<file path="config.mk">
export PLATFORM = sky130hd
export DESIGN_NAME = electrical_angle_waveform_calc
export DESIGN_NICKNAME = d
export VERILOG_FILES = /design/src/logic/angle_calc_pkg.sv /design/src/logic/sine_table_mem.sv /design/src/logic/electrical_angle_waveform_calc.sv
export VERILOG_INCLUDE_DIRS = /design/src /design/src/logic
export SDC_FILE = /design/constraint.sdc
export NUM_CORES = 2
export LEC_CHECK = 0
export ABC_AREA = 0
export BUFFER_PORTS_ARGS = -buffer_cell sky130_fd_sc_hd__buf_2
export CORE_ASPECT_RATIO = 0.5
export CORE_MARGIN = 2
export CORE_UTILIZATION = 65
export CTS_BUF_LIST = sky130_fd_sc_hd__clkbuf_8
export CTS_CLUSTER_DIAMETER = 40
export CTS_CLUSTER_SIZE = 16
export DETAILED_ROUTE_END_ITERATION = 8
export PLACE_DENSITY_LB_ADDON = 0.15
export SLEW_MARGIN = 20
export SYNTH_ARGS = -nofsm -noshare
export SYNTH_HDL_FRONTEND = slang
export SYNTH_SLANG_ARGS = --single-unit
export TNS_END_PERCENT = 10
</file>
<file path="constraint.sdc">
create_clock -name i_clock -period 16.1 [get_ports i_clock]
set_input_delay 4.025 -clock i_clock [delete_from_list [all_inputs] [get_ports i_clock]]
set_output_delay 4.025 -clock i_clock [all_outputs]
set_load 0.01 [all_outputs]
</file>
<file path="src/logic/angle_calc_regs.svh">
/*
 Register indices, field positions, reset values and fixed figures of the
 electrical angle timer and waveform unit. Assumes byte address = 4 * index.
*/
`ifndef ANGLE_CALC_REGS_SVH
`define ANGLE_CALC_REGS_SVH
// Register indices
`define IDX_CTRL_A    16'h1fc0
`define IDX_CTRL_B    16'h1fc1
`define IDX_PERIOD    16'h1fc2
`define IDX_ANGLE     16'h1fc4
`define IDX_AMP       16'h1fc6
`define IDX_CAPTURE   16'h1fc8
`define IDX_SINE      16'h1fca
`define IDX_IRQ_STAT  16'h1fcc
`define IDX_IRQ_EN    16'h1fcd
`define IDX_IRQ_CLR   16'h1fce
// Control A fields
`define CA_TIMER_EN   0
`define CA_CALC_EN    1
`define CA_XFER_EN    2
`define CA_THREE_PH   3
`define CA_CLK_LO     4
`define CA_CLK_HI     5
`define CA_PH_ORDER   6
`define CA_DOWN       7
// Control B fields
`define CB_IRQ_SEL    0
`define CB_NO_SYNC    1
`define CB_BUSY       2
`define CB_START      3
// Period fields
`define PER_CORR_HI   15
`define PER_CORR_LO   12
`define PER_DIV_HI    11
// Interrupt status bits
`define IRQ_TIMER     0
`define IRQ_CALC      1
`define IRQ_CAPT      2
// Reset values and angle figures
`define CTRL_A_RST    8'h00
`define PERIOD_RST    16'h0010
`define ANGLE_FULL    10'h168
`define ANGLE_120     10'h078
`define ANGLE_240     10'h0f0
`endif

</file>
<file path="src/logic/angle_calc_pkg.sv">
/*
 Types of the electrical angle timer and waveform unit.
 Assumes the register header is included where the constants are needed.
*/
package angle_calc_pkg;
  typedef enum logic [2:0] {
    st_idle,
    st_wait_sync,
    st_fetch,
    st_mult,
    st_shape
  } calc_state_t;
endpackage

</file>
<file path="src/logic/sine_table_mem.sv">
/*
 Sine table memory: one write port, one read port with registered data.
 Assumes write and read on the same clock; read data lag the address by one.
*/
`timescale 1ns/1ns
module sine_table_mem #(
  parameter int WIDTH = 8,
  parameter int DEPTH = 512,
  parameter int AW    = 9
) (
  input  wire logic             i_clock,
  input  wire logic             i_clock_en,
  input  wire logic             i_wr,
  input  wire logic [AW-1:0]    i_waddr,
  input  wire logic [WIDTH-1:0] i_wdata,
  input  wire logic [AW-1:0]    i_raddr,
  output logic      [WIDTH-1:0] o_rdata
);
  logic [WIDTH-1:0] mem_r [DEPTH];

  initial begin
    if (DEPTH > (1 << AW)) $error("sine table depth exceeds address range");
  end

  // Write and registered read
  always_ff @(posedge i_clock) begin
    if (i_clock_en) begin
      if (i_wr) mem_r[i_waddr] <= i_wdata;
      o_rdata <= mem_r[i_raddr];
    end
  end
endmodule

</file>
<file path="src/logic/electrical_angle_waveform_calc.sv">
/*
 Electrical angle timer with waveform arithmetic for three-phase PWM.
 Assumes a plain register port, a position pin from outside the clock
 domain, and PWM compare registers that take o_cmp_* on o_cmp_load.
*/
// How it works
// - Writing one to start bit launches a calculation; zero does nothing.
// - Busy status reads one while a calculation is pending or running.
// - Sync bit zero waits for an angle step; one starts at once.
// - Select bit picks timer-step or calculation-end as the o_irq_pulse source.
// - Angle counts up when direction bit is zero, down when one.
// - Order bit gives V, W as U plus or minus 120 and 240.
// - Clock select divides system clock by 8, 16, 32 or 64.
// - Modulation bit chooses two-phase or three-phase duty shaping.
// - Transfer bit enables copying duties into the compare registers.
// - Calculation runs only while calculation enable bit is one.
// - Angle timer runs only while timer enable bit is one.
// - Period upper nibble adds one tick to n of 16 steps.
// - Angle register takes a written start angle, reads the count.
// - Amplitude register scales the sine data in the calculation.
// - Position detection latches the current angle into the capture.
`timescale 1ns/1ns
`include "angle_calc_regs.svh"
module electrical_angle_waveform_calc
  import angle_calc_pkg::*;
#(
  parameter int SINE_DEPTH = 360
) (
  input  wire logic        i_clock,
  input  wire logic        i_reset_n,
  input  wire logic        i_clock_en,
  input  wire logic [15:0] i_addr,
  input  wire logic [15:0] i_wdata,
  input  wire logic        i_wr,
  input  wire logic        i_rd,
  output logic      [15:0] o_rdata,
  input  wire logic        i_position_detect,
  output logic      [11:0] o_cmp_u,
  output logic      [11:0] o_cmp_v,
  output logic      [11:0] o_cmp_w,
  output logic             o_cmp_load,
  output logic             o_irq,
  output logic             o_irq_pulse
);
  initial begin
    if (SINE_DEPTH < 360 || SINE_DEPTH > 512)
      $error("sine table depth must be 360 to 512");
  end

  //////////////////////////////////////////////////////////////////////////
  // Register state
  logic [7:0]  ctrl_a_r;
  logic        irq_sel_r;
  logic        no_sync_r;
  logic [15:0] period_r;
  logic [8:0]  angle_r;
  logic [11:0] amp_r;
  logic [8:0]  capture_r;
  logic [2:0]  irq_stat_r;
  logic [2:0]  irq_en_r;
  logic [8:0]  sine_ptr_r;
  calc_state_t state_r;
  logic [1:0]  phase_r;
  logic [8:0]  snap_r;
  logic [11:0] duty_r [3];
  logic [5:0]  presc_r;
  logic [11:0] per_cnt_r;
  logic [3:0]  corr_cnt_r;
  logic [1:0]  pos_sync_r;
  logic        pos_old_r;

  // Address decode
  logic sel_a, sel_b, sel_per, sel_ang, sel_amp, sel_cap, sel_sine;
  logic sel_stat, sel_en, sel_clr;
  assign sel_a    = i_addr == 16'(`IDX_CTRL_A << 2);
  assign sel_b    = i_addr == 16'(`IDX_CTRL_B << 2);
  assign sel_per  = i_addr == 16'(`IDX_PERIOD << 2);
  assign sel_ang  = i_addr == 16'(`IDX_ANGLE << 2);
  assign sel_amp  = i_addr == 16'(`IDX_AMP << 2);
  assign sel_cap  = i_addr == 16'(`IDX_CAPTURE << 2);
  assign sel_sine = i_addr == 16'(`IDX_SINE << 2);
  assign sel_stat = i_addr == 16'(`IDX_IRQ_STAT << 2);
  assign sel_en   = i_addr == 16'(`IDX_IRQ_EN << 2);
  assign sel_clr  = i_addr == 16'(`IDX_IRQ_CLR << 2);

  logic timer_en, calc_en, xfer_en, three_ph, ph_order, down;
  logic [1:0] clk_sel;
  assign timer_en = ctrl_a_r[`CA_TIMER_EN];
  assign calc_en  = ctrl_a_r[`CA_CALC_EN];
  assign xfer_en  = ctrl_a_r[`CA_XFER_EN];
  assign three_ph = ctrl_a_r[`CA_THREE_PH];
  assign ph_order = ctrl_a_r[`CA_PH_ORDER];
  assign down     = ctrl_a_r[`CA_DOWN];
  assign clk_sel  = ctrl_a_r[`CA_CLK_HI:`CA_CLK_LO];

  logic busy;
  assign busy = state_r != st_idle;

  //////////////////////////////////////////////////////////////////////////
  // Software-written registers
  always_ff @(posedge i_clock or negedge i_reset_n) begin
    if (!i_reset_n) begin
      ctrl_a_r  <= `CTRL_A_RST;
      irq_sel_r <= 1'b0;
      no_sync_r <= 1'b0;
      period_r  <= `PERIOD_RST;
      amp_r     <= 12'h000;
      irq_en_r  <= 3'h0;
    end else if (i_clock_en && i_wr) begin
      if (sel_a) ctrl_a_r <= i_wdata[7:0];
      if (sel_b) begin
        irq_sel_r <= i_wdata[`CB_IRQ_SEL];
        no_sync_r <= i_wdata[`CB_NO_SYNC];
      end
      if (sel_per) period_r <= i_wdata;
      if (sel_amp) amp_r <= i_wdata[11:0];
      if (sel_en) irq_en_r <= i_wdata[2:0];
    end
  end

  // Read data, one cycle after the strobe
  always_ff @(posedge i_clock or negedge i_reset_n) begin
    if (!i_reset_n) begin
      o_rdata <= 16'h0000;
    end else if (i_clock_en) begin
      o_rdata <= 16'h0000;
      if (i_rd) begin
        unique case (1'b1)
          sel_a:   o_rdata <= {8'h00, ctrl_a_r};
          sel_b:   o_rdata <= {12'h000, 1'b0, busy, no_sync_r,
                               irq_sel_r};
          sel_per: o_rdata <= period_r;
          sel_ang: o_rdata <= {7'h00, angle_r};
          sel_amp: o_rdata <= {4'h0, amp_r};
          sel_cap: o_rdata <= {7'h00, capture_r};
          sel_stat: o_rdata <= {13'h0000, irq_stat_r};
          sel_en:  o_rdata <= {13'h0000, irq_en_r};
          default: o_rdata <= 16'h0000;
        endcase
      end
    end
  end

  //////////////////////////////////////////////////////////////////////////
  // Prescaler and period counter
  logic [5:0]  presc_mask;
  logic        tick;
  logic        corr_extra;
  logic        step_ev;
  assign presc_mask = {clk_sel == 2'h3, clk_sel[1], |clk_sel, 3'h7};
  assign tick = timer_en && ((presc_r & presc_mask) == presc_mask);
  assign corr_extra = corr_cnt_r <
                      period_r[`PER_CORR_HI:`PER_CORR_LO];
  assign step_ev = tick && ({1'b0, per_cnt_r} + 13'h0001 >=
                   {1'b0, period_r[`PER_DIV_HI:0]} +
                   {12'h000, corr_extra});

  // Divider chain, frozen while the timer is off
  always_ff @(posedge i_clock or negedge i_reset_n) begin
    if (!i_reset_n) begin
      presc_r    <= 6'h00;
      per_cnt_r  <= 12'h000;
      corr_cnt_r <= 4'h0;
    end else if (i_clock_en && timer_en) begin
      presc_r <= tick ? 6'h00 : presc_r + 6'h01;
      if (step_ev) begin
        per_cnt_r  <= 12'h000;
        corr_cnt_r <= corr_cnt_r + 4'h1;
      end else if (tick) begin
        per_cnt_r <= per_cnt_r + 12'h001;
      end
    end
  end

  // Electrical angle, write wins over a step
  always_ff @(posedge i_clock or negedge i_reset_n) begin
    if (!i_reset_n) begin
      angle_r <= 9'h000;
    end else if (i_clock_en) begin
      if (i_wr && sel_ang) begin
        angle_r <= i_wdata[8:0];
      end else if (step_ev) begin
        if (!down)
          angle_r <= ({1'b0, angle_r} + 10'h001 >= `ANGLE_FULL) ?
                     9'h000 : angle_r + 9'h001;
        else
          angle_r <= (angle_r == 9'h000) ?
                     9'(`ANGLE_FULL - 10'h001) : angle_r - 9'h001;
      end
    end
  end

  //////////////////////////////////////////////////////////////////////////
  // Position capture
  logic cap_ev;
  assign cap_ev = pos_sync_r[1] && !pos_old_r;
  always_ff @(posedge i_clock or negedge i_reset_n) begin
    if (!i_reset_n) begin
      pos_sync_r <= 2'h0;
      pos_old_r  <= 1'b0;
      capture_r  <= 9'h000;
    end else if (i_clock_en) begin
      pos_sync_r <= {pos_sync_r[0], i_position_detect};
      pos_old_r  <= pos_sync_r[1];
      if (cap_ev) capture_r <= angle_r;
    end
  end

  //////////////////////////////////////////////////////////////////////////
  // Sine table fill pointer
  logic sine_wr;
  assign sine_wr = i_wr && sel_sine;
  always_ff @(posedge i_clock or negedge i_reset_n) begin
    if (!i_reset_n) begin
      sine_ptr_r <= 9'h000;
    end else if (i_clock_en && sine_wr) begin
      sine_ptr_r <= (sine_ptr_r == 9'(SINE_DEPTH - 1)) ?
                    9'h000 : sine_ptr_r + 9'h001;
    end
  end

  // Phase angle for the phase being fetched
  logic [9:0] offset;
  logic [9:0] ang_sum;
  logic [8:0] rd_angle;
  logic signed [7:0] sine_data;
  always_comb begin
    offset = (phase_r == 2'h1) ? `ANGLE_120 :
             (phase_r == 2'h2) ? `ANGLE_240 : 10'h000;
    ang_sum = ph_order ? {1'b0, snap_r} + (`ANGLE_FULL - offset)
                       : {1'b0, snap_r} + offset;
    if (ang_sum >= `ANGLE_FULL) ang_sum = ang_sum - `ANGLE_FULL;
    rd_angle = ang_sum[8:0];
  end

  sine_table_mem #(
    .WIDTH (8),
    .DEPTH (512),
    .AW    (9)
  ) u_sine (
    .i_clock    (i_clock),
    .i_clock_en (i_clock_en),
    .i_wr       (sine_wr),
    .i_waddr    (sine_ptr_r),
    .i_wdata    (i_wdata[7:0]),
    .i_raddr    (rd_angle),
    .o_rdata    (sine_data)
  );

  // Amplitude scaling: duty = (amp + amp * sine / 128) / 2
  logic signed [20:0] prod;
  logic signed [13:0] sum;
  assign prod = $signed({1'b0, amp_r}) * sine_data;
  assign sum  = 14'(prod >>> 7) + $signed({2'b00, amp_r});

  // Modulation shaping per phase
  logic [11:0] duty_min;
  logic [11:0] shaped [3];
  assign duty_min = (duty_r[0] < duty_r[1]) ?
                    ((duty_r[0] < duty_r[2]) ? duty_r[0] : duty_r[2]) :
                    ((duty_r[1] < duty_r[2]) ? duty_r[1] : duty_r[2]);
  for (genvar k = 0; k < 3; k++) begin : g_shape
    assign shaped[k] = three_ph ? duty_r[k]
                                : duty_r[k] - duty_min;
  end

  //////////////////////////////////////////////////////////////////////////
  // Calculation sequencer
  logic start_req;
  logic calc_done;
  assign start_req = i_wr && sel_b && i_wdata[`CB_START] && calc_en;
  assign calc_done = state_r == st_shape;
  always_ff @(posedge i_clock or negedge i_reset_n) begin
    if (!i_reset_n) begin
      state_r <= st_idle;
      phase_r <= 2'h0;
      snap_r  <= 9'h000;
      for (int i = 0; i < 3; i++) duty_r[i] <= 12'h000;
    end else if (i_clock_en) begin
      if (!calc_en) begin
        state_r <= st_idle;
      end else begin
        unique case (state_r)
          st_idle: begin
            snap_r  <= angle_r;
            phase_r <= 2'h0;
            // Sync choice written with the start applies to this start
            if (start_req)
              state_r <= i_wdata[`CB_NO_SYNC] ? st_fetch
                                              : st_wait_sync;
          end
          st_wait_sync: begin
            snap_r <= angle_r;
            if (step_ev) state_r <= st_fetch;
          end
          st_fetch: state_r <= st_mult;
          st_mult: begin
            duty_r[phase_r] <= sum[12:1];
            phase_r <= phase_r + 2'h1;
            state_r <= (phase_r == 2'h2) ? st_shape : st_fetch;
          end
          st_shape: state_r <= st_idle;
        endcase
      end
    end
  end

  // Compare transfer
  always_ff @(posedge i_clock or negedge i_reset_n) begin
    if (!i_reset_n) begin
      o_cmp_u    <= 12'h000;
      o_cmp_v    <= 12'h000;
      o_cmp_w    <= 12'h000;
      o_cmp_load <= 1'b0;
    end else if (i_clock_en) begin
      o_cmp_load <= calc_done && xfer_en;
      if (calc_done && xfer_en) begin
        o_cmp_u <= shaped[0];
        o_cmp_v <= shaped[1];
        o_cmp_w <= shaped[2];
      end
    end
  end

  //////////////////////////////////////////////////////////////////////////
  // Interrupts: sticky status, set wins over clear
  logic [2:0] irq_set;
  logic [2:0] irq_clr;
  assign irq_set = {cap_ev, calc_done, step_ev};
  assign irq_clr = (i_wr && sel_clr) ? i_wdata[2:0] : 3'h0;
  always_ff @(posedge i_clock or negedge i_reset_n) begin
    if (!i_reset_n) begin
      irq_stat_r  <= 3'h0;
      o_irq       <= 1'b0;
      o_irq_pulse <= 1'b0;
    end else if (i_clock_en) begin
      irq_stat_r  <= (irq_stat_r & ~irq_clr) | irq_set;
      o_irq       <= |(irq_stat_r & irq_en_r);
      o_irq_pulse <= irq_sel_r ? calc_done : step_ev;
    end
  end
endmodule

</file>
### After elaboration in Yosys (flattened, before gate mapping)

Memory sizes are Yosys's and may differ from the RTL's. A register that Yosys moved wholly into a read port is not among the register bits.
Cells that the tools add are included.

| cells by class | value |
|---|---|
| eq/ne operators | 21 |
| order comparisons | 9 |
| muxes and demuxes | 36 |
| bitwise logic cells | 6 |
| add/sub/neg operators | 18 |
| multipliers | 1 |
| reduce and logical (&&, ||, !) cells | 38 |

Operators by type and width:

| cell | count |
|---|---|
| 16-bit by 15-bit == test with 1-bit output, second input constant | 10 |
| 16-bit case mux with 8 select lines | 1 |
| 12-bit 2-to-1 mux | 9 |
| 9-bit 2-to-1 mux | 7 |
| 36-bit bitwise mux | 1 |
| 12-bit less-than comparator | 3 |
| 12-bit subtractor | 3 |
| 12-bit demux with 2-bit select | 1 |
| 10-bit by 9-bit greater-or-equal comparator with 1-bit output, second input constant | 2 |
| 13-bit by 8-bit multiplier with 20-bit output | 1 |
| 2-bit AND reduction | 10 |
| 9-bit by 1-bit adder with 9-bit output, second input constant | 2 |
| 16-bit 2-to-1 mux | 1 |
| 8-bit 2-to-1 mux | 2 |
| 3-bit 2-to-1 mux | 5 |
| 3-bit case mux with 5 select lines | 1 |
| 1-bit logical AND | 14 |
| 12-bit by 1-bit adder with 13-bit output | 1 |
| 12-bit by 1-bit adder with 13-bit output, second input constant | 1 |
| 13-bit adder | 1 |
| 13-bit greater-or-equal comparator | 1 |
| 12-bit by 1-bit adder with 12-bit output, second input constant | 1 |
| 3-bit AND reduction | 4 |
| 9-bit by 1-bit adder with 10-bit output, second input constant | 1 |
| other kinds (36) | 46 |

| storage, ports and cells | value |
|---|---|
| bits in writable memories | 4096 |
| word-level logic and storage cells | 158 |
| output and inout bits | 55 |
| flip-flop bits (word level) | 201 |
| memories | 1 |

Memories:

| name | words | width | rd ports | clocked after Yosys merged registers in | write ports | line | RTL |
|---|---|---|---|---|---|---|---|
| u_sine.mem_r | 512 | 8 | 1 | 1 | 1 | sine_table_mem.sv:19 | `logic [WIDTH-1:0] mem_r [DEPTH];` |

### Longest topological paths before layout

| logic depth | value |
|---|---|
| word-level depth | 8 |
| gate-level depth with buffers | 29 |
| mapped depth without buffers | 28 |

### Cells and area by module

From an unflattened synthesis, not the netlist that was laid out.

| second synthesis, totals | value |
|---|---|
| cells, all modules | 9836 |
| area total of the unflattened synthesis | 176705.7 µm² |

By module, submodules not included:

| module | cells an instance | times used | area each (µm²) |
|---|---|---|---|
| sine_table_mem | 8021 | 1 | 160268.7 |
| electrical_angle_waveform_calc | 1815 | 1 | 16437.0 |

### Least setup slack after synthesis

OpenSTA, ideal clock, no wires.

| path | value |
|---|---|
| kind | input to register |
| start point | in i_addr[13] |
| end point | mem u_sine.mem_r[458][0] (enable) |
| library setup time | 0.370 ns |
| arrival time | 6.510 ns |
| path slack | 9.219 ns |
| data required time | 15.730 ns |
| cell stages on the path | 10 |
| cells stage by stage | nand4_1 nor3b_1 nand4_1 or3b_2 nand2b_1 or2_2 nor3b_1 nand2_1 clkbuf_1 nor2_1 |

| between the ends | value |
|---|---|
| word-level cells in the longest chain between the ends | 5 |

Ends and longest elaborated chain:

| item | line | RTL |
|---|---|---|
| start: declaration | electrical_angle_waveform_calc.sv:32 | `input wire logic [15:0] i_addr,` |
| 16-bit by 15-bit == test with 1-bit output | electrical_angle_waveform_calc.sv:81 | `` assign sel_sine = i_addr == 16'(`IDX_SINE << 2); `` |
| 1-bit logical AND | electrical_angle_waveform_calc.sv:212 | `assign sine_wr = i_wr && sel_sine;` |
| 1-bit 2-to-1 mux | sine_table_mem.sv:28 | `if (i_wr) mem_r[i_waddr] <= i_wdata;` |
| 1-bit 2-to-1 mux | sine_table_mem.sv:27 | `if (i_clock_en) begin` |
| 1-bit 2-to-1 mux (not written as such) | sine_table_mem.sv:28 |  |
| end: declaration | sine_table_mem.sv:19 |  |

Every way passes these cells.

### Worst setup path after layout

| path | value |
|---|---|
| start point | in i_addr[12] |
| end point | mem u_sine.mem_r[337][0] (enable) |

Same word-level chain as after synthesis.

==> results by group <==
Timing
  • Endpoints failing hold: 0
  • Setup Total Neg Slack: 0 ns
  • Clk_skew: 0.0795 ns
  • Fin crit share: 49.6%
  • Fin crit period: 7.98 ns
  • Pins Over Slew Limit: 0
  • Worst slew pin tran: 1.24 ns
  • Final Setup Violations: 0
  • RSZ-0062 raised after global routing: false
  • Rel. slew slack: 17.1%
  • Peak Freq: 0.125 GHz

Yosys
  • Post-synth EDFFs: 4104
  • Post-synthesis average cell area: 18.7 sq um
  • Yosys cell types: 108
  • Yosys warnings: 0
  • Ys async rst share: 4.67%
  • Synthesized Nets: 9702
  • Seq cells post-synth: 4305
  • Ys flop type: edfxtp_1
  • Post-Syn Instances: 9426
  • Synthesized area: 176000 sq um
  • Sequential element share of the synthesized area: 72.8%

Worst setup path
  • Worst path required time: 16.77 ns
  • Worst setup SP type: input port
  • Worst Setup Path Type: in -> reg
  • Most used cell, CP: nand4_1
  • Critical path peak fanout: 19
  • CP max stage delay: 0.89 ns
  • Critical path cell sequence: buf_2, nand4_1, nor3b_1, nand4_1, or3b_2, nand2b_1, or2_2, nor3_1, nand2_4, buf_4, nor2_1
  • Data arrival time of the critical path: 8.65 ns
  • Slowest CP cell: nor3_1
  • Crit path buf inv count: 2
  • CP endpoint kind: flop
  • Crit path max-delay family: simple AND/OR/NAND/NOR gates

Layout
  • Nets@finish: 9761
  • Layout cells sized above 1: 20.2%
  • Area growth syn-to-layout: 6.12%
  • Post-Layout Cell Count: 13300

Detailed routing
  • Iter 0 DRT Violations: 14100
  • Drt pass-1 iters: 6
  • Wire length per cell: 33.3 um
  • Drt drc: 0
  • Number of vias per cell: 6.98
  • WL final: 443 mm
  • Via count: 92800
  • Antenna Nets Post-Route: 0

Floorplanning
  • Total core area: 270000 sq um
  • Total die area: 275000 sq um
  • Die Ht: 372 um
  • Rows: 135
  • Chip width: 740 um
  • Initial Utilization: 65.2%
  • Io pins: 93

Global routing
  • Initial antenna violation count: 20
  • First-pass GRT wire length: 636 mm
  • Largest net degree at the start of global routing: 150
  • Vias in the first global route: 88800
  • Global route overflow: 0
  • GRT Resource Usage Total: 32.2%

Placed design
  • I/O Buffers: 92
  • DP Cell Count: 12800
  • Routability cong.: 0.901
  • DP HPWL: 271 mm

Power
  • P_sw: 0.00386 W
  • Lkg Pwr: 60.0 nW
  • Max VDD drop: 0.0720 mV
  • Internal: 0.0147 W
  • P per Cell Area: 99.1 nW/um^2
  • Overall power: 0.0185 W
  • Comb pwr share: 1.6%
  • Clk network pwr share: 32.2%
  • Sw Share: 20.9%
  • Share of power burned in registers: 66.2%

Clocking
  • CTS Hold Bufs: 0
  • CTS Buf Count: 345
  • Clk_lat worst skew: 1.08 ns
  • Worst-path clk slew: 0.09 ns
  • CTS tree: yes
  • CTS Sinks: 4305
  • Clk buf depth: 4
  • Cts repair resizes: 0
  • Clock root buffer: clkbuf_8
  • CTS H-tree depth: 5
  • Postcts setup bufs: 0

Status
  • Status: complete, no violations

Worst hold path
  • Hold Path Class: reg -> reg

Run
  • Max cap viols: 0
-- worst min-delay path, cell delays in order (launching register included) --
cell and delay, ns:
dfrtp_1 0.34, nand2_1 0.04, o21ai_0 0.06
-- state kept, by name, indices dropped and copies added (netlist names), 9 cells and up --
| name | count |
|---|---|
| u_sine.mem_r | 4096 |
| duty_r | 36 |
| o_rdata | 16 |
| period_r | 16 |
| amp_r | 12 |
| o_cmp_u | 12 |
| o_cmp_v | 12 |
| o_cmp_w | 12 |
| per_cnt_r | 12 |
| angle_r | 9 |
| capture_r | 9 |
| sine_ptr_r | 9 |
| snap_r | 9 |
-- cell type report --
class	instances	area, sq um
clock inverters	148	1360
multi-input cells	4385	45000
inverters	195	732
repair buffers	253	2030
diodes	13	32.5
flip-flops and latches	4305	128000
clock buffers	357	4910
well taps	3630	4540
fillers	16600	83200
-- power by group through the flow --
stage | Combinational [W] | Sequential (W) | Clock, W
floorplan | 0.0000441 | 0.0125 | 0
global placement | 0.000297 | 0.0125 | 0
detailed placement | 0.000300 | 0.0125 | 0
CTS | 0.000300 | 0.0122 | 0.00600
global route | 0.000318 | 0.0123 | 0.00640
finish | 0.000300 | 0.0123 | 0.00597
-- metrics by stage --
step | utilization [%] | hold slack, ns | worst slack (ns) | area (sq um)
2_1_floorplan | - | 0.445 | 9.22 | 176000
3_3_place_gp | 66.9 | 0.455 | 7.17 | 181000
3_5_place_dp | 66.9 | 0.465 | 7.09 | 181000
4_1_cts | 69.2 | 0.481 | 8.23 | 187000
5_1_grt | 69.2 | 0.502 | 7.99 | 187000
6_report | 69.2 | 0.472 | 8.12 | 187000
-- per-layer routing --
layer / track usage (%) / vias up / wire length (um)
li1: - / 37600 / -
met5: 0 / - / 68
met1: 48.7 / 47700 / 172000
met3: 9.67 / 766 / 62200
met4: 8.29 / 12 / 12300
met2: 46.8 / 6677 / 196000
-- cells in the mapped netlist, types with 9 or more instances --
cell	count	area share [%]
xnor2_1	54	0.27
and3_1	70	0.25
ha_1	174	1.2
dfrtp_1	200	2.8
a31oi_1	19	0.067
mux4_2	1024	13
nand2_1	752	1.6
nor2_1	634	1.4
and2_1	74	0.26
xor2_1	33	0.16
a21o_1	24	0.10
clkbuf_1	322	0.69
o21a_1	11	0.047
buf_4	32	0.14
a21oi_1	188	0.53
or3_1	16	0.057
a22oi_1	22	0.094
buf_6	11	0.070
buf_1	53	0.11
a32o_1	19	0.11
o21bai_1	9	0.038
mux2_2	113	0.72
a221oi_1	24	0.12
a32oi_1	32	0.16
nor4_1	68	0.24
nor3_1	52	0.15
nand2b_1	24	0.085
nor2b_1	16	0.057
nand4_1	24	0.085
inv_1	194	0.41
buf_2	118	0.34
o21ai_0	151	0.43
o22ai_1	90	0.32
a211oi_1	15	0.064
nand3_1	116	0.33
fa_1	64	0.73
mux2i_1	250	1.4
edfxtp_1	4104	70
and4b_1	13	0.074
o221ai_1	35	0.17
-- final timing paths --
| check | depth (start not counted) | from | slack [ns] | end |
|---|---|---|---|---|
| min | 2 | o_cmp_w[6]$_DFFE_PN0P_ | 0.47 | o_cmp_w[6]$_DFFE_PN0P_ |
| max reg2reg | 18 | phase_r[0]$_DFFE_PN0P_ | 8.34 | u_sine.o_rdata[0]$_DFFE_PP_ |
| min reg2reg | 2 | o_cmp_w[6]$_DFFE_PN0P_ | 0.47 | o_cmp_w[6]$_DFFE_PN0P_ |
| max in group asynchronous | 2 | i_reset_n | 11.80 | snap_r[0]$_DFFE_PN0P_ |
| min in group asynchronous | 1 | i_reset_n | 3.01 | o_cmp_w[9]$_DFFE_PN0P_ |
| max | 11 | i_addr[12] | 8.12 | u_sine.mem_r[337][0]$_DFFE_PP_ |
-- layout by cell type (no fill, tap or decap), types with 54 or more instances in the layout --
cell and n:
a21oi_1 186, and2_1 74, and3_1 70, buf_2 83, buf_4 139, clkbuf_8 357
dfrtp_1 197, edfxtp_1 4104, fa_1 64, ha_1 174, inv_1 226, mux2_2 113
mux2i_1 250, mux4_2 1024, nand2_1 736, nand3_1 114, nor2_1 631, nor4_1 55
o21ai_0 151, o22ai_1 90, xnor2_1 54
-- cell families (layout without fill, tap and decap cells) --
logic type,after synthesis,after routing,synth area share (%)
flip-flops,4305,4305,72.8
AND/OR/NAND/NOR,1913,1913,4.81
multiplexers,1393,1393,15.3
AO/OA/AOI/OAI,754,754,2.88
buffers and inverters,736,953,1.80
adder cells (fa/ha/maj),238,238,1.96
XOR/XNOR,87,87,0.433
other,0,13,0
Note: power is estimated with default switching activity, not from simulation.
